<file path="config.mk">
export PLATFORM = sky130hd
export DESIGN_NAME = rif_flags
export DESIGN_NICKNAME = d
export VERILOG_FILES = /design/src/pkg/rif_pkg.sv /design/src/core/rif_bit_timer.sv /design/src/core/rif_clk_div.sv /design/src/core/rif_flags.sv
export VERILOG_INCLUDE_DIRS = /design/src /design/src/pkg
export SDC_FILE = /design/constraint.sdc
export NUM_CORES = 1
export LEC_CHECK = 0
export BUFFER_PORTS_ARGS = -buffer_cell sky130_fd_sc_hd__buf_2
export CAP_MARGIN = 20
export CORE_MARGIN = 2
export CORE_UTILIZATION = 45
export CTS_CLUSTER_DIAMETER = 200
export DETAILED_ROUTE_END_ITERATION = 8
export HOLD_SLACK_MARGIN = 0.02
export PLACE_DENSITY = 0.65
export SYNTH_ARGS = -nofsm -noshare
export SYNTH_HDL_FRONTEND = slang
export SYNTH_SLANG_ARGS = --single-unit
export TNS_END_PERCENT = 50
</file>
<file path="constraint.sdc">
create_clock -name core_clk -period 4.3 [get_ports core_clk]
set_input_delay 1.075 -clock core_clk [delete_from_list [all_inputs] [get_ports core_clk]]
set_output_delay 1.075 -clock core_clk [all_outputs]
set_load 0.02 [all_outputs]
</file>
<file path="src/pkg/rif_map.svh">
`ifndef RIF_MAP_SVH
`define RIF_MAP_SVH

`define RIF_ADDR_PIN_MAP_A      8'h25
`define RIF_ADDR_PIN_MAP_B      8'h26
`define RIF_ADDR_IRQ_STATUS_A   8'h27
`define RIF_ADDR_IRQ_STATUS_B   8'h28
`define RIF_ADDR_LEVEL_TRIGGER  8'h29
`define RIF_ADDR_START_WAIT     8'h2a
`define RIF_ADDR_POST_WAIT      8'h2b

`define RIF_PIN_MAP_RESET       8'h00
`define RIF_SEL_RESET           2'h0
`define RIF_TRIGGER_RESET       8'he4
`define RIF_WAIT_RESET          8'h00
`define RIF_REFERENCE_CLOCK_OUTPUT_PIN_RESET        3'h7

`define RIF_REFERENCE_CLOCK_OUTPUT_PIN_DIV1         3'h0
`define RIF_REFERENCE_CLOCK_OUTPUT_PIN_RC           3'h6

`define RIF_BUF_FULL_COUNT      7'h42
`define RIF_TIMEOUT_SHIFT       4

`define RIF_RSSI_BIT            3
`define RIF_SYNC_BIT            0
`define RIF_OVERRUN_BIT         4

`endif

</file>
<file path="src/pkg/rif_pkg.sv">
package rif_pkg;

   typedef enum logic [2:0] {
      RIF_SLEEP,
      RIF_STANDBY,
      RIF_SYNTH,
      RIF_RX,
      RIF_TX
   } rif_mode_type;

endpackage : rif_pkg

</file>
<file path="src/core/rif_bit_timer.sv">
`include "rif_map.svh"

module rif_bit_timer #(
   parameter int DIV_W = 16,
   parameter int LIM_W = 8
) (
   input  wire logic             core_clk,
   input  wire logic             rstn,
   input  wire logic             restart,
   input  wire logic             run,
   input  wire logic [LIM_W-1:0] limit,
   input  wire logic [DIV_W-1:0] bitCycles,
   output logic                  expire
);
   localparam int CNT_W = LIM_W + `RIF_TIMEOUT_SHIFT;

   logic [DIV_W-1:0] cycCount;
   logic [CNT_W-1:0] bitCount;
   logic             armed;

   // Limit counts units of 16 bit periods
   wire [CNT_W-1:0] target  = {limit, {`RIF_TIMEOUT_SHIFT{1'b0}}};
   wire [DIV_W-1:0] nextCyc = cycCount + 1'b1;
   wire             active  = run && armed;
   // A bit period of zero cycles behaves as one cycle
   wire             bitTick = active && (nextCyc >= bitCycles);
   wire             lastBit = bitTick && (bitCount == target - 1'b1);

   always_ff @(posedge core_clk) begin
      if (!rstn) begin
         cycCount <= '0;
         bitCount <= '0;
         armed    <= 1'b0;
         expire   <= 1'b0;
      end else if (restart) begin
         cycCount <= '0;
         bitCount <= '0;
         armed    <= (limit != '0);
         expire   <= 1'b0;
      end else begin
         expire <= lastBit;
         if (lastBit) begin
            armed <= 1'b0;
         end
         if (bitTick) begin
            cycCount <= '0;
            bitCount <= bitCount + 1'b1;
         end else if (active) begin
            cycCount <= nextCyc;
         end
      end
   end

endmodule : rif_bit_timer

</file>
<file path="src/core/rif_clk_div.sv">
module rif_clk_div #(
   parameter int CNT_W = 5
) (
   input  wire logic       core_clk,
   input  wire logic       rstn,
   input  wire logic [2:0] sel,
   output logic            divClk
);
   logic [CNT_W-1:0] count;

   wire [CNT_W-1:0] nextCount = count + 1'b1;
   // Codes 1 to CNT_W pick a counter bit, all others hold low
   wire             inRange   = (sel != 3'h0) && ({29'h0, sel} <= CNT_W);
   wire             divBit    = inRange && nextCount[sel - 3'h1];

   always_ff @(posedge core_clk) begin
      if (!rstn) begin
         count  <= '0;
         divClk <= 1'b0;
      end else begin
         count  <= nextCount;
         divClk <= divBit;
      end
   end

endmodule : rif_clk_div

</file>
<file path="src/core/rif_flags.sv">
// Behaviour
// Six 2-bit pin selectors, reset zero
// Divider select drives reference clock pin
// Mode ready set per mode, cleared on change
// Receive settled after receive chain done
// Transmit settled after amplifier ramp-up
// Lock flag follows PLL in active modes
// Level flag set above trigger, write clears
// Timeout set by either timer, clears
// Intermediate flag tracks sequencer state
// Frame start flag on sync and address
// Full flag exactly at 66 bytes
// Has-data flag when one byte held
// Above-level flag strictly greater than setting
// Overrun flag; write one flushes buffer
// Frame sent flag set in transmit
// Frame complete after last byte, checksum
// Checksum passed flag, cleared when emptied
// Trigger level register, default 0xe4
// Start timer: limit times 16 bits
// Post-level timer: limit times 16 bits
// Reading is magnitude in half-dB steps
// Checksum fail flushes and restarts reception
// Timers tick per bit, restart on start
// Unused bits read zero, writes ignored
//
// Design decision made here: the strobed register port.
`include "rif_map.svh"

module rif_flags #(
   parameter int DIV_W   = 16,
   parameter int LEVEL_W = 7
) (
   input  wire logic                core_clk,
   input  wire logic                rstn,
   input  wire logic [7:0]          regAddr,
   input  wire logic [7:0]          regWrData,
   input  wire logic                regWrite,
   input  wire logic                regRead,
   output logic [7:0]               regRdData,
   input  wire rif_pkg::rif_mode_type opMode,
   input  wire logic                oscRunning,
   input  wire logic                pllLocked,
   input  wire logic                rssiSampling,
   input  wire logic                paRampDone,
   input  wire logic                rxChainDone,
   input  wire logic                intermediateMode,
   input  wire logic [7:0]          signalStrengthReading,
   input  wire logic                syncAddressFound,
   input  wire logic                packetMode,
   input  wire logic [6:0]          bufferCount,
   input  wire logic [LEVEL_W-1:0]  bufferLevelSetting,
   input  wire logic                bufferOverrun,
   input  wire logic                frameSentDone,
   input  wire logic                lastByteReceived,
   input  wire logic                checksumEnable,
   input  wire logic                checksumGood,
   input  wire logic                keepOnChecksumFail,
   input  wire logic [DIV_W-1:0]    bitPeriodCycles,
   input  wire logic                rcOscClk,
   output logic [1:0]               pin0FunctionSel,
   output logic [1:0]               pin1FunctionSel,
   output logic [1:0]               pin2FunctionSel,
   output logic [1:0]               pin3FunctionSel,
   output logic [1:0]               pin4FunctionSel,
   output logic [1:0]               pin5FunctionSel,
   output logic [7:0]               irqStatusA,
   output logic [7:0]               irqStatusB,
   output logic                     bufferFlush,
   output logic                     rxRestart,
   output logic                     rcOscEnable,
   output logic                     referenceClockOutputPin
);
   // Flags and configuration
   logic       requestedStateReached;
   logic       receivePathSettled;
   logic       transmitPathSettled;
   logic       synthesizerLocked;
   logic       signalStrengthOverLevel;
   logic       timeoutFlag;
   logic       intermediateStateActive;
   logic       frameStartMatched;
   logic       bufferFullFlag;
   logic       bufferHasData;
   logic       bufferAboveLevel;
   logic       bufferOverflowFlag;
   logic       frameSentFlag;
   logic       receivedFrameComplete;
   logic       checksumPassed;
   logic [7:0] signalStrengthTriggerLevel;
   logic [7:0] receiveStartWaitLimit;
   logic [7:0] postLevelWaitLimit;
   logic [2:0] clockOutputDividerSel;
   logic       divClk;
   logic       startExpire;
   logic       postExpire;
   rif_pkg::rif_mode_type prevMode;
   logic       prevHasData;

   // Mode decode
   wire modeChange = (opMode != prevMode);
   wire inRx       = (opMode == rif_pkg::RIF_RX);
   wire inTx       = (opMode == rif_pkg::RIF_TX);
   wire inSleep    = (opMode == rif_pkg::RIF_SLEEP);
   wire inSynth    = (opMode == rif_pkg::RIF_SYNTH);
   wire leaveRx    = (prevMode == rif_pkg::RIF_RX) && !inRx;
   wire leaveTx    = (prevMode == rif_pkg::RIF_TX) && !inTx;
   wire enterRx    = inRx && (prevMode != rif_pkg::RIF_RX);

   // Register bus decode
   wire selMapA    = (regAddr == `RIF_ADDR_PIN_MAP_A);
   wire selMapB    = (regAddr == `RIF_ADDR_PIN_MAP_B);
   wire selStatA   = (regAddr == `RIF_ADDR_IRQ_STATUS_A);
   wire selStatB   = (regAddr == `RIF_ADDR_IRQ_STATUS_B);
   wire selTrig    = (regAddr == `RIF_ADDR_LEVEL_TRIGGER);
   wire selStart   = (regAddr == `RIF_ADDR_START_WAIT);
   wire selPost    = (regAddr == `RIF_ADDR_POST_WAIT);
   wire wrMapA     = regWrite && selMapA;
   wire wrMapB     = regWrite && selMapB;
   wire wrTrig     = regWrite && selTrig;
   wire wrStart    = regWrite && selStart;
   wire wrPost     = regWrite && selPost;

   // Write-one clears; frame start only in continuous mode
   wire clrLevel   = regWrite && selStatA && regWrData[`RIF_RSSI_BIT];
   wire clrMatch   = regWrite && selStatA && regWrData[`RIF_SYNC_BIT]
                     && !packetMode;
   wire clrOverrun = regWrite && selStatB && regWrData[`RIF_OVERRUN_BIT];

   // Readiness per requested mode
   logic modeIsReady;
   always_comb begin
      unique case (opMode)
         rif_pkg::RIF_SLEEP:   modeIsReady = 1'b1;
         rif_pkg::RIF_STANDBY: modeIsReady = oscRunning;
         rif_pkg::RIF_SYNTH:   modeIsReady = pllLocked;
         rif_pkg::RIF_RX:      modeIsReady = rssiSampling;
         rif_pkg::RIF_TX:      modeIsReady = paRampDone;
         default:              modeIsReady = 1'b0;
      endcase
   end

   // Reading is a magnitude, so larger value means weaker signal
   wire levelAbove    = inRx && (signalStrengthReading > signalStrengthTriggerLevel);
   wire bufferEmptied = prevHasData && (bufferCount == '0);
   wire frameDone     = inRx && lastByteReceived;
   wire checksumFail  = frameDone && checksumEnable && !checksumGood;
   wire frameAccept   = frameDone && (!checksumFail || keepOnChecksumFail);
   wire failFlush     = checksumFail && !keepOnChecksumFail;
   wire levelRise     = levelAbove && !signalStrengthOverLevel;
   wire lockActive    = (inSynth || inRx || inTx) && pllLocked;

   // Set wins over clear, except a mode change clears the ready flag
   wire next_stateReached = modeChange ? 1'b0 : (modeIsReady || requestedStateReached);
   wire next_rxSettled = (inRx && rxChainDone) || (receivePathSettled && !leaveRx);
   wire next_txSettled = (inTx && paRampDone) || (transmitPathSettled && !leaveTx);
   wire next_overLevel = levelAbove
                         || (signalStrengthOverLevel && !leaveRx && !clrLevel);
   wire next_timeout   = startExpire || postExpire
                         || (timeoutFlag && !leaveRx && !bufferEmptied);
   wire next_match     = (inRx && syncAddressFound)
                         || (frameStartMatched && !leaveRx && !bufferEmptied && !clrMatch);
   wire next_overflow  = (bufferOverrun && !inSleep)
                         || (bufferOverflowFlag && !clrOverrun);
   wire next_sent      = (inTx && frameSentDone) || (frameSentFlag && !leaveTx);
   wire next_complete  = frameAccept || (receivedFrameComplete && !bufferEmptied);
   wire next_checksum  = (frameDone && checksumEnable && checksumGood)
                         || (checksumPassed && !bufferEmptied);

   // Unused bits and addresses read zero
   wire [7:0] mapBRead = {pin4FunctionSel, pin5FunctionSel, 1'b0,
                          clockOutputDividerSel};
   wire [7:0] next_rdData =
      selMapA  ? {pin0FunctionSel, pin1FunctionSel, pin2FunctionSel, pin3FunctionSel} :
      selMapB  ? mapBRead :
      selStatA ? irqStatusA :
      selStatB ? irqStatusB :
      selTrig  ? signalStrengthTriggerLevel :
      selStart ? receiveStartWaitLimit :
      selPost  ? postLevelWaitLimit : 8'h00;

   // Receive timeout timers
   rif_bit_timer #(
      .DIV_W (DIV_W),
      .LIM_W (8)
   ) u_start_timer (
      .core_clk  (core_clk),
      .rstn      (rstn),
      .restart   (enterRx),
      .run       (inRx && !signalStrengthOverLevel),
      .limit     (receiveStartWaitLimit),
      .bitCycles (bitPeriodCycles),
      .expire    (startExpire)
   );

   rif_bit_timer #(
      .DIV_W (DIV_W),
      .LIM_W (8)
   ) u_post_timer (
      .core_clk  (core_clk),
      .rstn      (rstn),
      .restart   (levelRise),
      .run       (inRx && !receivedFrameComplete),
      .limit     (postLevelWaitLimit),
      .bitCycles (bitPeriodCycles),
      .expire    (postExpire)
   );

   rif_clk_div #(
      .CNT_W (5)
   ) u_clk_div (
      .core_clk (core_clk),
      .rstn     (rstn),
      .sel      (clockOutputDividerSel),
      .divClk   (divClk)
   );

   // Divide-by-one and RC cannot come from a flop; the mux may glitch on a code change
   assign referenceClockOutputPin =
      (clockOutputDividerSel == `RIF_REFERENCE_CLOCK_OUTPUT_PIN_DIV1) ? core_clk :
      rcOscEnable ? rcOscClk : divClk;

   // Configuration registers
   always_ff @(posedge core_clk) begin
      if (!rstn) begin
         pin0FunctionSel <= `RIF_SEL_RESET;
         pin1FunctionSel <= `RIF_SEL_RESET;
         pin2FunctionSel <= `RIF_SEL_RESET;
         pin3FunctionSel <= `RIF_SEL_RESET;
      end else if (wrMapA) begin
         {pin0FunctionSel, pin1FunctionSel, pin2FunctionSel, pin3FunctionSel} <= regWrData;
      end
   end

   always_ff @(posedge core_clk) begin
      if (!rstn) begin
         pin4FunctionSel       <= `RIF_SEL_RESET;
         pin5FunctionSel       <= `RIF_SEL_RESET;
         clockOutputDividerSel <= `RIF_REFERENCE_CLOCK_OUTPUT_PIN_RESET;
         rcOscEnable           <= 1'b0;
      end else begin
         if (wrMapB) begin
            {pin4FunctionSel, pin5FunctionSel} <= regWrData[7:4];
            clockOutputDividerSel             <= regWrData[2:0];
         end
         rcOscEnable <= (clockOutputDividerSel == `RIF_REFERENCE_CLOCK_OUTPUT_PIN_RC);
      end
   end

   always_ff @(posedge core_clk) begin
      if (!rstn) begin
         signalStrengthTriggerLevel <= `RIF_TRIGGER_RESET;
         receiveStartWaitLimit      <= `RIF_WAIT_RESET;
         postLevelWaitLimit         <= `RIF_WAIT_RESET;
      end else begin
         if (wrTrig) begin
            signalStrengthTriggerLevel <= regWrData;
         end
         if (wrStart) begin
            receiveStartWaitLimit <= regWrData;
         end
         if (wrPost) begin
            postLevelWaitLimit <= regWrData;
         end
      end
   end

   // Mode tracking and read data
   always_ff @(posedge core_clk) begin
      if (!rstn) begin
         prevMode    <= rif_pkg::RIF_SLEEP;
         prevHasData <= 1'b0;
         regRdData   <= 8'h00;
      end else begin
         prevMode    <= opMode;
         prevHasData <= (bufferCount != '0);
         regRdData   <= regRead ? next_rdData : 8'h00;
      end
   end

   // Status flags of the first group
   always_ff @(posedge core_clk) begin
      if (!rstn) begin
         requestedStateReached   <= 1'b1;
         receivePathSettled      <= 1'b0;
         transmitPathSettled     <= 1'b0;
         synthesizerLocked       <= 1'b0;
         signalStrengthOverLevel <= 1'b0;
         timeoutFlag             <= 1'b0;
         intermediateStateActive <= 1'b0;
         frameStartMatched       <= 1'b0;
      end else begin
         requestedStateReached   <= next_stateReached;
         receivePathSettled      <= next_rxSettled;
         transmitPathSettled     <= next_txSettled;
         synthesizerLocked       <= lockActive;
         signalStrengthOverLevel <= next_overLevel;
         timeoutFlag             <= next_timeout;
         intermediateStateActive <= intermediateMode;
         frameStartMatched       <= next_match;
      end
   end

   // Buffer and frame flags
   always_ff @(posedge core_clk) begin
      if (!rstn) begin
         bufferFullFlag        <= 1'b0;
         bufferHasData         <= 1'b0;
         bufferAboveLevel      <= 1'b0;
         bufferOverflowFlag    <= 1'b0;
         frameSentFlag         <= 1'b0;
         receivedFrameComplete <= 1'b0;
         checksumPassed        <= 1'b0;
      end else begin
         bufferFullFlag        <= (bufferCount == `RIF_BUF_FULL_COUNT);
         bufferHasData         <= (bufferCount != '0);
         bufferAboveLevel      <= ({{LEVEL_W{1'b0}}, bufferCount}
                                   > {7'h00, bufferLevelSetting});
         bufferOverflowFlag    <= next_overflow;
         frameSentFlag         <= next_sent;
         receivedFrameComplete <= next_complete;
         checksumPassed        <= next_checksum;
      end
   end

   // Flush and restart strobes
   always_ff @(posedge core_clk) begin
      if (!rstn) begin
         bufferFlush <= 1'b0;
         rxRestart   <= 1'b0;
      end else begin
         bufferFlush <= clrOverrun || failFlush;
         rxRestart   <= failFlush;
      end
   end

   assign irqStatusA = {requestedStateReached, receivePathSettled, transmitPathSettled,
                        synthesizerLocked, signalStrengthOverLevel, timeoutFlag,
                        intermediateStateActive, frameStartMatched};
   assign irqStatusB = {bufferFullFlag, bufferHasData, bufferAboveLevel,
                        bufferOverflowFlag, frameSentFlag, receivedFrameComplete,
                        checksumPassed, 1'b0};

endmodule : rif_flags

</file>
---- Yosys cells after proc, flatten, opt, wreduce, memory -nomap -nowiden ----
Index checks and enable logic that the tools add are counted.
cells by class
  add/sub/neg operators ................... 8
  magnitude comparators ................... 6
  eq/ne operators ......................... 19
  mux-type cells .......................... 17
  bitwise logic cells ..................... 1
  reductions and logical operators ........ 96
operators with widths
  cell                   number
  $eq 8x6->1 const B     7
  $mux 8                 7
  $logic_and 1x1->1      52
  $add 16x1->16 const B  2
  $ge 16x16->1           2
  $add 12x1->12 const B  2
  $eq 12x12->1           2
  $sub 12x1->12 const B  2
  $reduce_bool 8->1      2
  $logic_not 1->1        15
  $logic_or 1x1->1       15
  $eq 3x2->1 const B     3
  $eq 3x3->1 const B     3
  $gt 8x8->1             1
  $mux 1                 8
  $eq 7x7->1 const B     1
  $gt 7x7->1             1
  $logic_not 7->1        1
  $reduce_bool 7->1      1
  $logic_not 3->1        2
  $reduce_or 3->1        2
  $add 5x1->5 const B    1
  $pmux 1 s5             1
  $lt 3x4->1 const B     1
  11 further kinds       13
word-level totals
  register bits after elaboration ......... 134
  bits of input ports ..................... 76
  output and inout port bits .............. 40

---- Depth between registers and ports, before layout ----
Gate-level depths: netlist (run 1).
  depth in word-level cells ............... 8
  gate-level depth with buffers ........... 16
  depth with buffers taken out ............ 13

---- By module ----
A second synthesis (run 1) with hierarchy kept.
second synthesis, totals
  cell total of the unflattened synthesis .. 974
  area, all modules ....................... 8216.6 µm²
by module, submodules not included
  module         instances  cells each  area an instance (µm²)  seq. area each (µm²)
  rif_bit_timer  2          272         2135.8                  600.6
  rif_flags      1          391         3574.7                  1361.3
  rif_clk_div    1          39          370.4                   120.1

==> results by group, run 1 <==
Cells and area
  – Most frequent cells in the layout: dfxtp_1, nor2_1, buf_2, nand2_1, a21oi_1
  – Nets: about 1200
  – Most common cell after layout, fill and taps aside: dfxtp_1
  – Layout cells sized above 1: 0.1740
  – Area grow syn2layout: 16.35%

Setup path
  – CP Launch Type: flop
  – Flop-to-flop setup slack: ~430 ps
  – Crit Path Max Fanout: 18
  – FF-to-FF path depth: 14
  – Worst flop-to-flop path endpoint: u_start_timer.bitCount[11]
  – Setup Crit Path Kind: flop to flop
  – Setup crit end kind: flop
  – Crit path DAT: ~4300 ps
  – Critical R2R Launch: u_start_timer.cycCount[0]
  – Worst endpoint required time: ~4700 ps

Timing
  – TNS Setup: 0 ps
  – Final hold slack: between 400 and 500 ps
  – Slew Limit Fails: 0
  – Least-Margin Pin Slew: 655.2 ps
  – Period utilisation layout: 0.9011
  – Final setup fails: 0
  – F_max: between 200 and 300 MHz
  – Final setup margin: roughly 430 ps
  – Final min period: between 3000 and 4000 ps
  – Final Hold Viols: 0
  – Setup skew after layout: 6.616 ps
  – RSZ-0062 raised after global routing: false
  – Worst relative slew slack: 0.5631

Floorplan
  – Initial Utilization: 0.4635
  – Die ar.: around 19000 um^2
  – Die height: 137.9 um
  – I/O pin cnt: ~120
  – Die width: ~140 um
  – Core Region: roughly 17000 um^2
  – Cell Rows: 48

Global route
  – Initial antenna violation count: 2
  – Largest net degree at the start of global routing: 52
  – First-pass GRT wire length: 32670 um
  – Number of global-route vias before repair: 6375
  – Gr usage total: 0.2257
  – Grt total ovfl: 0

Routing
  – Drt total wl: between 20000 and 25000 um
  – # DRC: 0
  – DRT Pass-1 Iters: 5
  – Initial drt markers: between 500 and 600
  – Post-DRT Antenna Nets: 0
  – DR WL/cell: around 16 um
  – Avg Vias per Cell: about 5.5
  – Total number of vias: 7099

Synthesis
  – Synth Instances: roughly 960
  – Seq/Total Area, Yosys: 0.3323
  – Synthesis-stage register bit count: 134
  – Number of synthesized flops with an enable pin: 0
  – Syn nets: roughly 1100
  – Async SR Flop Fraction: 0
  – Top FF cell, synth: dfxtp_1
  – Syn Area/Cell: 8.392 um^2
  – Post-Syn Area: just over 8000 um^2
  – Yosys cell types: 69
  – Synth Warn #: 0

Worst hold path
  – Hold Path Class: flop to flop
  – Hold Crit Endpoint: timeoutFlag
  – Hold Startpoint: u_start_timer.expire
  – Worst hold stages: 2

Run status
  – Outcome: completed

Placement
  – Setup Slack @ Placement: 407.1 ps
  – RePlAce Congestion: between 0.8 and 0.9
  – Hpwl dp: about 16000 um
  – Port bufs: approximately 110

Power
  – Power density over the cells: about 330 nW/um^2
  – P_leak: around 4.2 nW
  – Max VDD drop: between 0.2 and 0.3 mV

Flow run
  – Max-cap violations: 0

Clock network
  – Clock transition at path regs: approximately 60 ps
  – Clk Latency, worst-skew pair: 540 ps
  – CTS tree: built
  – Post-CTS setup buffer count: 0
==> synth_stat cells (all sizes together) (7+ instances only) <==
cell type | n | area share
a211oi | 8 | 0.0074
a21oi | 62 | 0.038
a31oi | 7 | 0.0054
and2 | 14 | 0.011
and3 | 9 | 0.0070
buf | 27 | 0.022
clkbuf | 30 | 0.014
dfxtp | 134 | 0.33
ha | 58 | 0.090
inv | 42 | 0.020
mux2i | 45 | 0.056
nand2 | 71 | 0.033
nand2b | 9 | 0.0070
nand3 | 40 | 0.028
nand4 | 19 | 0.017
nor2 | 122 | 0.057
nor2b | 10 | 0.0077
nor3 | 25 | 0.015
o21ai | 24 | 0.015
o22ai | 8 | 0.0062
o31ai | 17 | 0.016
or3 | 7 | 0.0056
or4 | 16 | 0.015
xnor2 | 45 | 0.049
xor2 | 38 | 0.041
==> per-layer routing <==
metal  share of wire  up-vias  GRT usage
li1                -     3582          -
met1            0.48     3308     0.3201
met2            0.44      183     0.3273
met3           0.067       26    0.05994
met4           0.014        0    0.08277
met5               0        -          0
==> worst max path at each step <==
stage	to	depth (start not counted)	startpoint	slack (ps)
after floorplan	u_start_timer.cycCount[10]	15	u_start_timer.cycCount[0]	850
after global placement	u_start_timer.bitCount[6]	14	u_start_timer.cycCount[0]	500
after detailed placement	u_start_timer.bitCount[4]	14	u_start_timer.cycCount[0]	410
after CTS	u_start_timer.bitCount[11]	14	u_start_timer.cycCount[0]	250
after global routing	u_start_timer.bitCount[6]	14	u_start_timer.cycCount[0]	10
final	u_start_timer.bitCount[11]	14	u_start_timer.cycCount[0]	430
==> power by group <==
| part | switching [W] | total [W] | internal (W) |
|---|---|---|---|
| logic | 0.000116 | 0.000190 | 0.0000745 |
| registers | 0.00000972 | 0.00126 | 0.00125 |
| clock network | 0.000580 | 0.00164 | 0.00106 |
| total | 0.000705 | 0.00309 | 0.00239 |
==> sequential cells by signal (all words and copies together) (netlist names), 3 cells and up <==
register                    cells
u_clk_div.count                 5
receiveStartWaitLimit           8
prevMode                        3
u_start_timer.bitCount         12
clockOutputDividerSel           3
regRdData                       8
u_post_timer.bitCount          12
postLevelWaitLimit              8
signalStrengthTriggerLevel      8
u_start_timer.cycCount         16
u_post_timer.cycCount          16
==> kinds of logic (layout without fill, tap and decap cells) <==
group           Yosys count  in the layout  synth area share
compound gates          163            163            0.1285
xor+xnor                 83             83           0.09005
fa+ha+maj                58             58           0.08990
buf+inv                 101            202           0.05704
flops                   134            134            0.3323
mux                      50             50           0.06835
other cells               1              2         0.0004645
simple gates            372            372            0.2334
==> metrics by stage <==
stage | area [um^2] | instances | total power [W] | util
2_1_floorplan | 8073 | 962 | 0.001401 | -
3_3_place_gp | 8701 | 1253 | 0.001477 | 0.4996
3_5_place_dp | 8701 | 1253 | 0.001479 | 0.4996
4_1_cts | 9384 | 1288 | 0.003120 | 0.5388
5_1_grt | 9393 | 1289 | 0.003197 | 0.5393
6_report | 9393 | 1289 | 0.003091 | 0.5393
==> area by class of cell <==
type / count / area [um^2]
inverters: 43 / 161.4
repair buffers: 123 / 640.6
fillers: 1693 / 8024
well taps: 225 / 281.5
clock buffers: 24 / 536.8
diodes: 1 / 2.502
clock inverters: 12 / 151.4
flip-flops and latches: 134 / 2683
multi-input cells: 727 / 4936
==> critical path: stages (launching register included) <==
cell and delay (ps):
dfxtp_1 400, ha_1 230, nand3_1 230, nor4_2 520
nand3_1 250, nor2_1 180, xor2_1 160, ha_1 260
o21ai_0 150, nor2_1 60, a2111oi_1 450, o21a_1 380
buf_4 280, or4_1 140, a21oi_1 60
==> what timing repair did <==
| action | 4_1_cts | 5_1_grt |
|---|---|---|
| hold buffers | 0 | 0 |
| setup endpoints to repair | 0 | 26 |
| gates resized for setup | 0 | 1 |
Note: power is estimated with default switching activity, not from simulation.
==> run 2: changes to the inputs <==
GPL_TIMING_DRIVEN = 0   (was default)
==> results by group, run 2 (synthesis results as in run 1) <==
Floorplan
  – Die ar.: between 15000 and 20000 um^2
  – Cell Rows: 48
  – Initial Utilization: 0.4635
  – Core Region: 17420 um^2
  – I/O pin cnt: roughly 120
  – Die height: roughly 140 um
  – Die width: roughly 140 um

Cells and area
  – Layout cells sized above 1: 0.1787
  – # diodes: 0
  – Area grow syn2layout: 18.75%
  – Final core utilization: 0.5504
  – # fillers: 1680
  – Nets: 1230
  – Most frequent cells in the layout: dfxtp_1, nor2_1, buf_2, nand2_1, a21oi_1
  – Largest regs: u_post_timer.cycCount (16), u_start_timer.cycCount (16)
  – Most common cell after layout, fill and taps aside: dfxtp_1

Routing
  – Total number of vias: between 7000 and 8000
  – Avg Vias per Cell: between 5 and 6
  – Drt total wl: around 22000 um
  – DR WL/cell: between 15 and 20 um
  – Initial drt markers: slightly below 400
  – # DRC: 0
  – DRT Pass-1 Iters: 5
  – Post-DRT Antenna Nets: 0

Global route
  – Largest net degree at the start of global routing: 17
  – Grt total ovfl: 0
  – Initial antenna violation count: 0
  – Number of global-route vias before repair: around 6600
  – Gr usage total: 0.2346
  – First-pass GRT wire length: about 34000 um

Clock network
  – Clk Latency, worst-skew pair: around 540 ps
  – Clock transition at path regs: 60 ps
  – CTS tree: built

Setup path
  – Setup Crit Path Kind: flop to flop
  – Setup crit end kind: flop
  – Crit path DAT: 4400 ps
  – Worst endpoint required time: around 4800 ps
  – Crit Path Max Fanout: 10
  – CP Launch Type: flop

Timing
  – Slew Limit Fails: 0
  – TNS Setup: 0 ps
  – Setup skew after layout: 4.912 ps
  – RSZ-0062 raised after global routing: true
  – F_max: around 250 MHz
  – Final min period: roughly 4000 ps
  – Final hold slack: between 400 and 500 ps
  – Final Hold Viols: 0
  – Worst relative slew slack: 0.3159
  – Final setup margin: roughly 380 ps
  – Final setup fails: 0
  – Period utilisation layout: 0.9124
  – Least-Margin Pin Slew: 1012 ps

Placement
  – RePlAce Congestion: roughly 0.9
  – Setup Slack @ Placement: -67.17 ps
  – Port bufs: ~110
  – Hpwl dp: about 17000 um

Worst hold path
  – Hold Path Class: flop to flop

Run status
  – Outcome: completed

Power
  – Total Power: between 0.003 and 0.004 W
  – Power density over the cells: between 300 and 400 nW/um^2
  – Max VDD drop: 0.2957 mV
  – P_leak: between 4 and 5 nW

Flow run
  – Max-cap violations: 0
-- run 2: changes by cell type in the layout (fill, tap and decap cells not counted), moves of 3 or more --
cell and delta:
buf_1 +3, buf_2 +4, buf_4 +7, clkbuf_1 +30
-- run 2: report_power, final --
group / total [W] / internal [W] / switching, W
logic: 0.000206 / 0.0000823 / 0.000124
clock network: 0.00158 / 0.000983 / 0.000597
registers: 0.00126 / 0.00125 / 0.00000985
-- run 2: worst paths after layout --
kind                                     to                      start  depth (start not counted)  slack, ps
hold / removal                  timeoutFlag       u_start_timer.expire                          2        470
setup reg to reg  u_start_timer.cycCount[8]  u_start_timer.cycCount[0]                         15        380
hold reg to reg                 timeoutFlag       u_start_timer.expire                          2        470
setup / recovery  u_start_timer.cycCount[8]  u_start_timer.cycCount[0]                         15        380
-- run 2: metrics by stage --
step,instances,instance area (um^2)
finish,1333,9587
global route,1333,9587
CTS,1332,9564
detailed placement,1298,8910
global placement,1298,8910
floorplan,962,8073
-- run 2: repair_timing --
action,4_1_cts,5_1_grt
resized for setup,1,3
setup buffers,0,1
hold buffers,0,0
setup endpoints to repair,16,34
pin swaps,0,1
-- run 2: metal layers --
layer,up-vias,global-route usage,wire length [um]
met4,0,0.06066,259
met5,-,0,0
met1,3375,0.3221,10200
met3,28,0.07237,1555
li1,3661,-,-
met2,183,0.3578,9830
-- run 2: cell type report --
class                      count  area (um^2)  share of cell area
multi-input combinational    727         4951              0.5164
sequential                   134         2683              0.2798
timing repair buffer         111        558.0             0.05821
clock buffer                  23        523.0             0.05456
buffer                        58        299.0             0.03119
tap                          225        281.5             0.02937
inverter                      43        161.4             0.01684
clock inverter                12        130.1             0.01357
-- run 2: worst max-delay path: stages (launching register included) --
cell and delay, ps:
dfxtp_1 420, ha_1 240, nand3_1 250, nor4_4 400
nand3_1 200, nor2_1 170, xor2_1 170, ha_1 270
o21ai_0 150, nor2_1 70, a2111oi_2 470, o21a_2 320
buf_6 170, o21ai_2 120, clkbuf_1 270, nor2_1 150
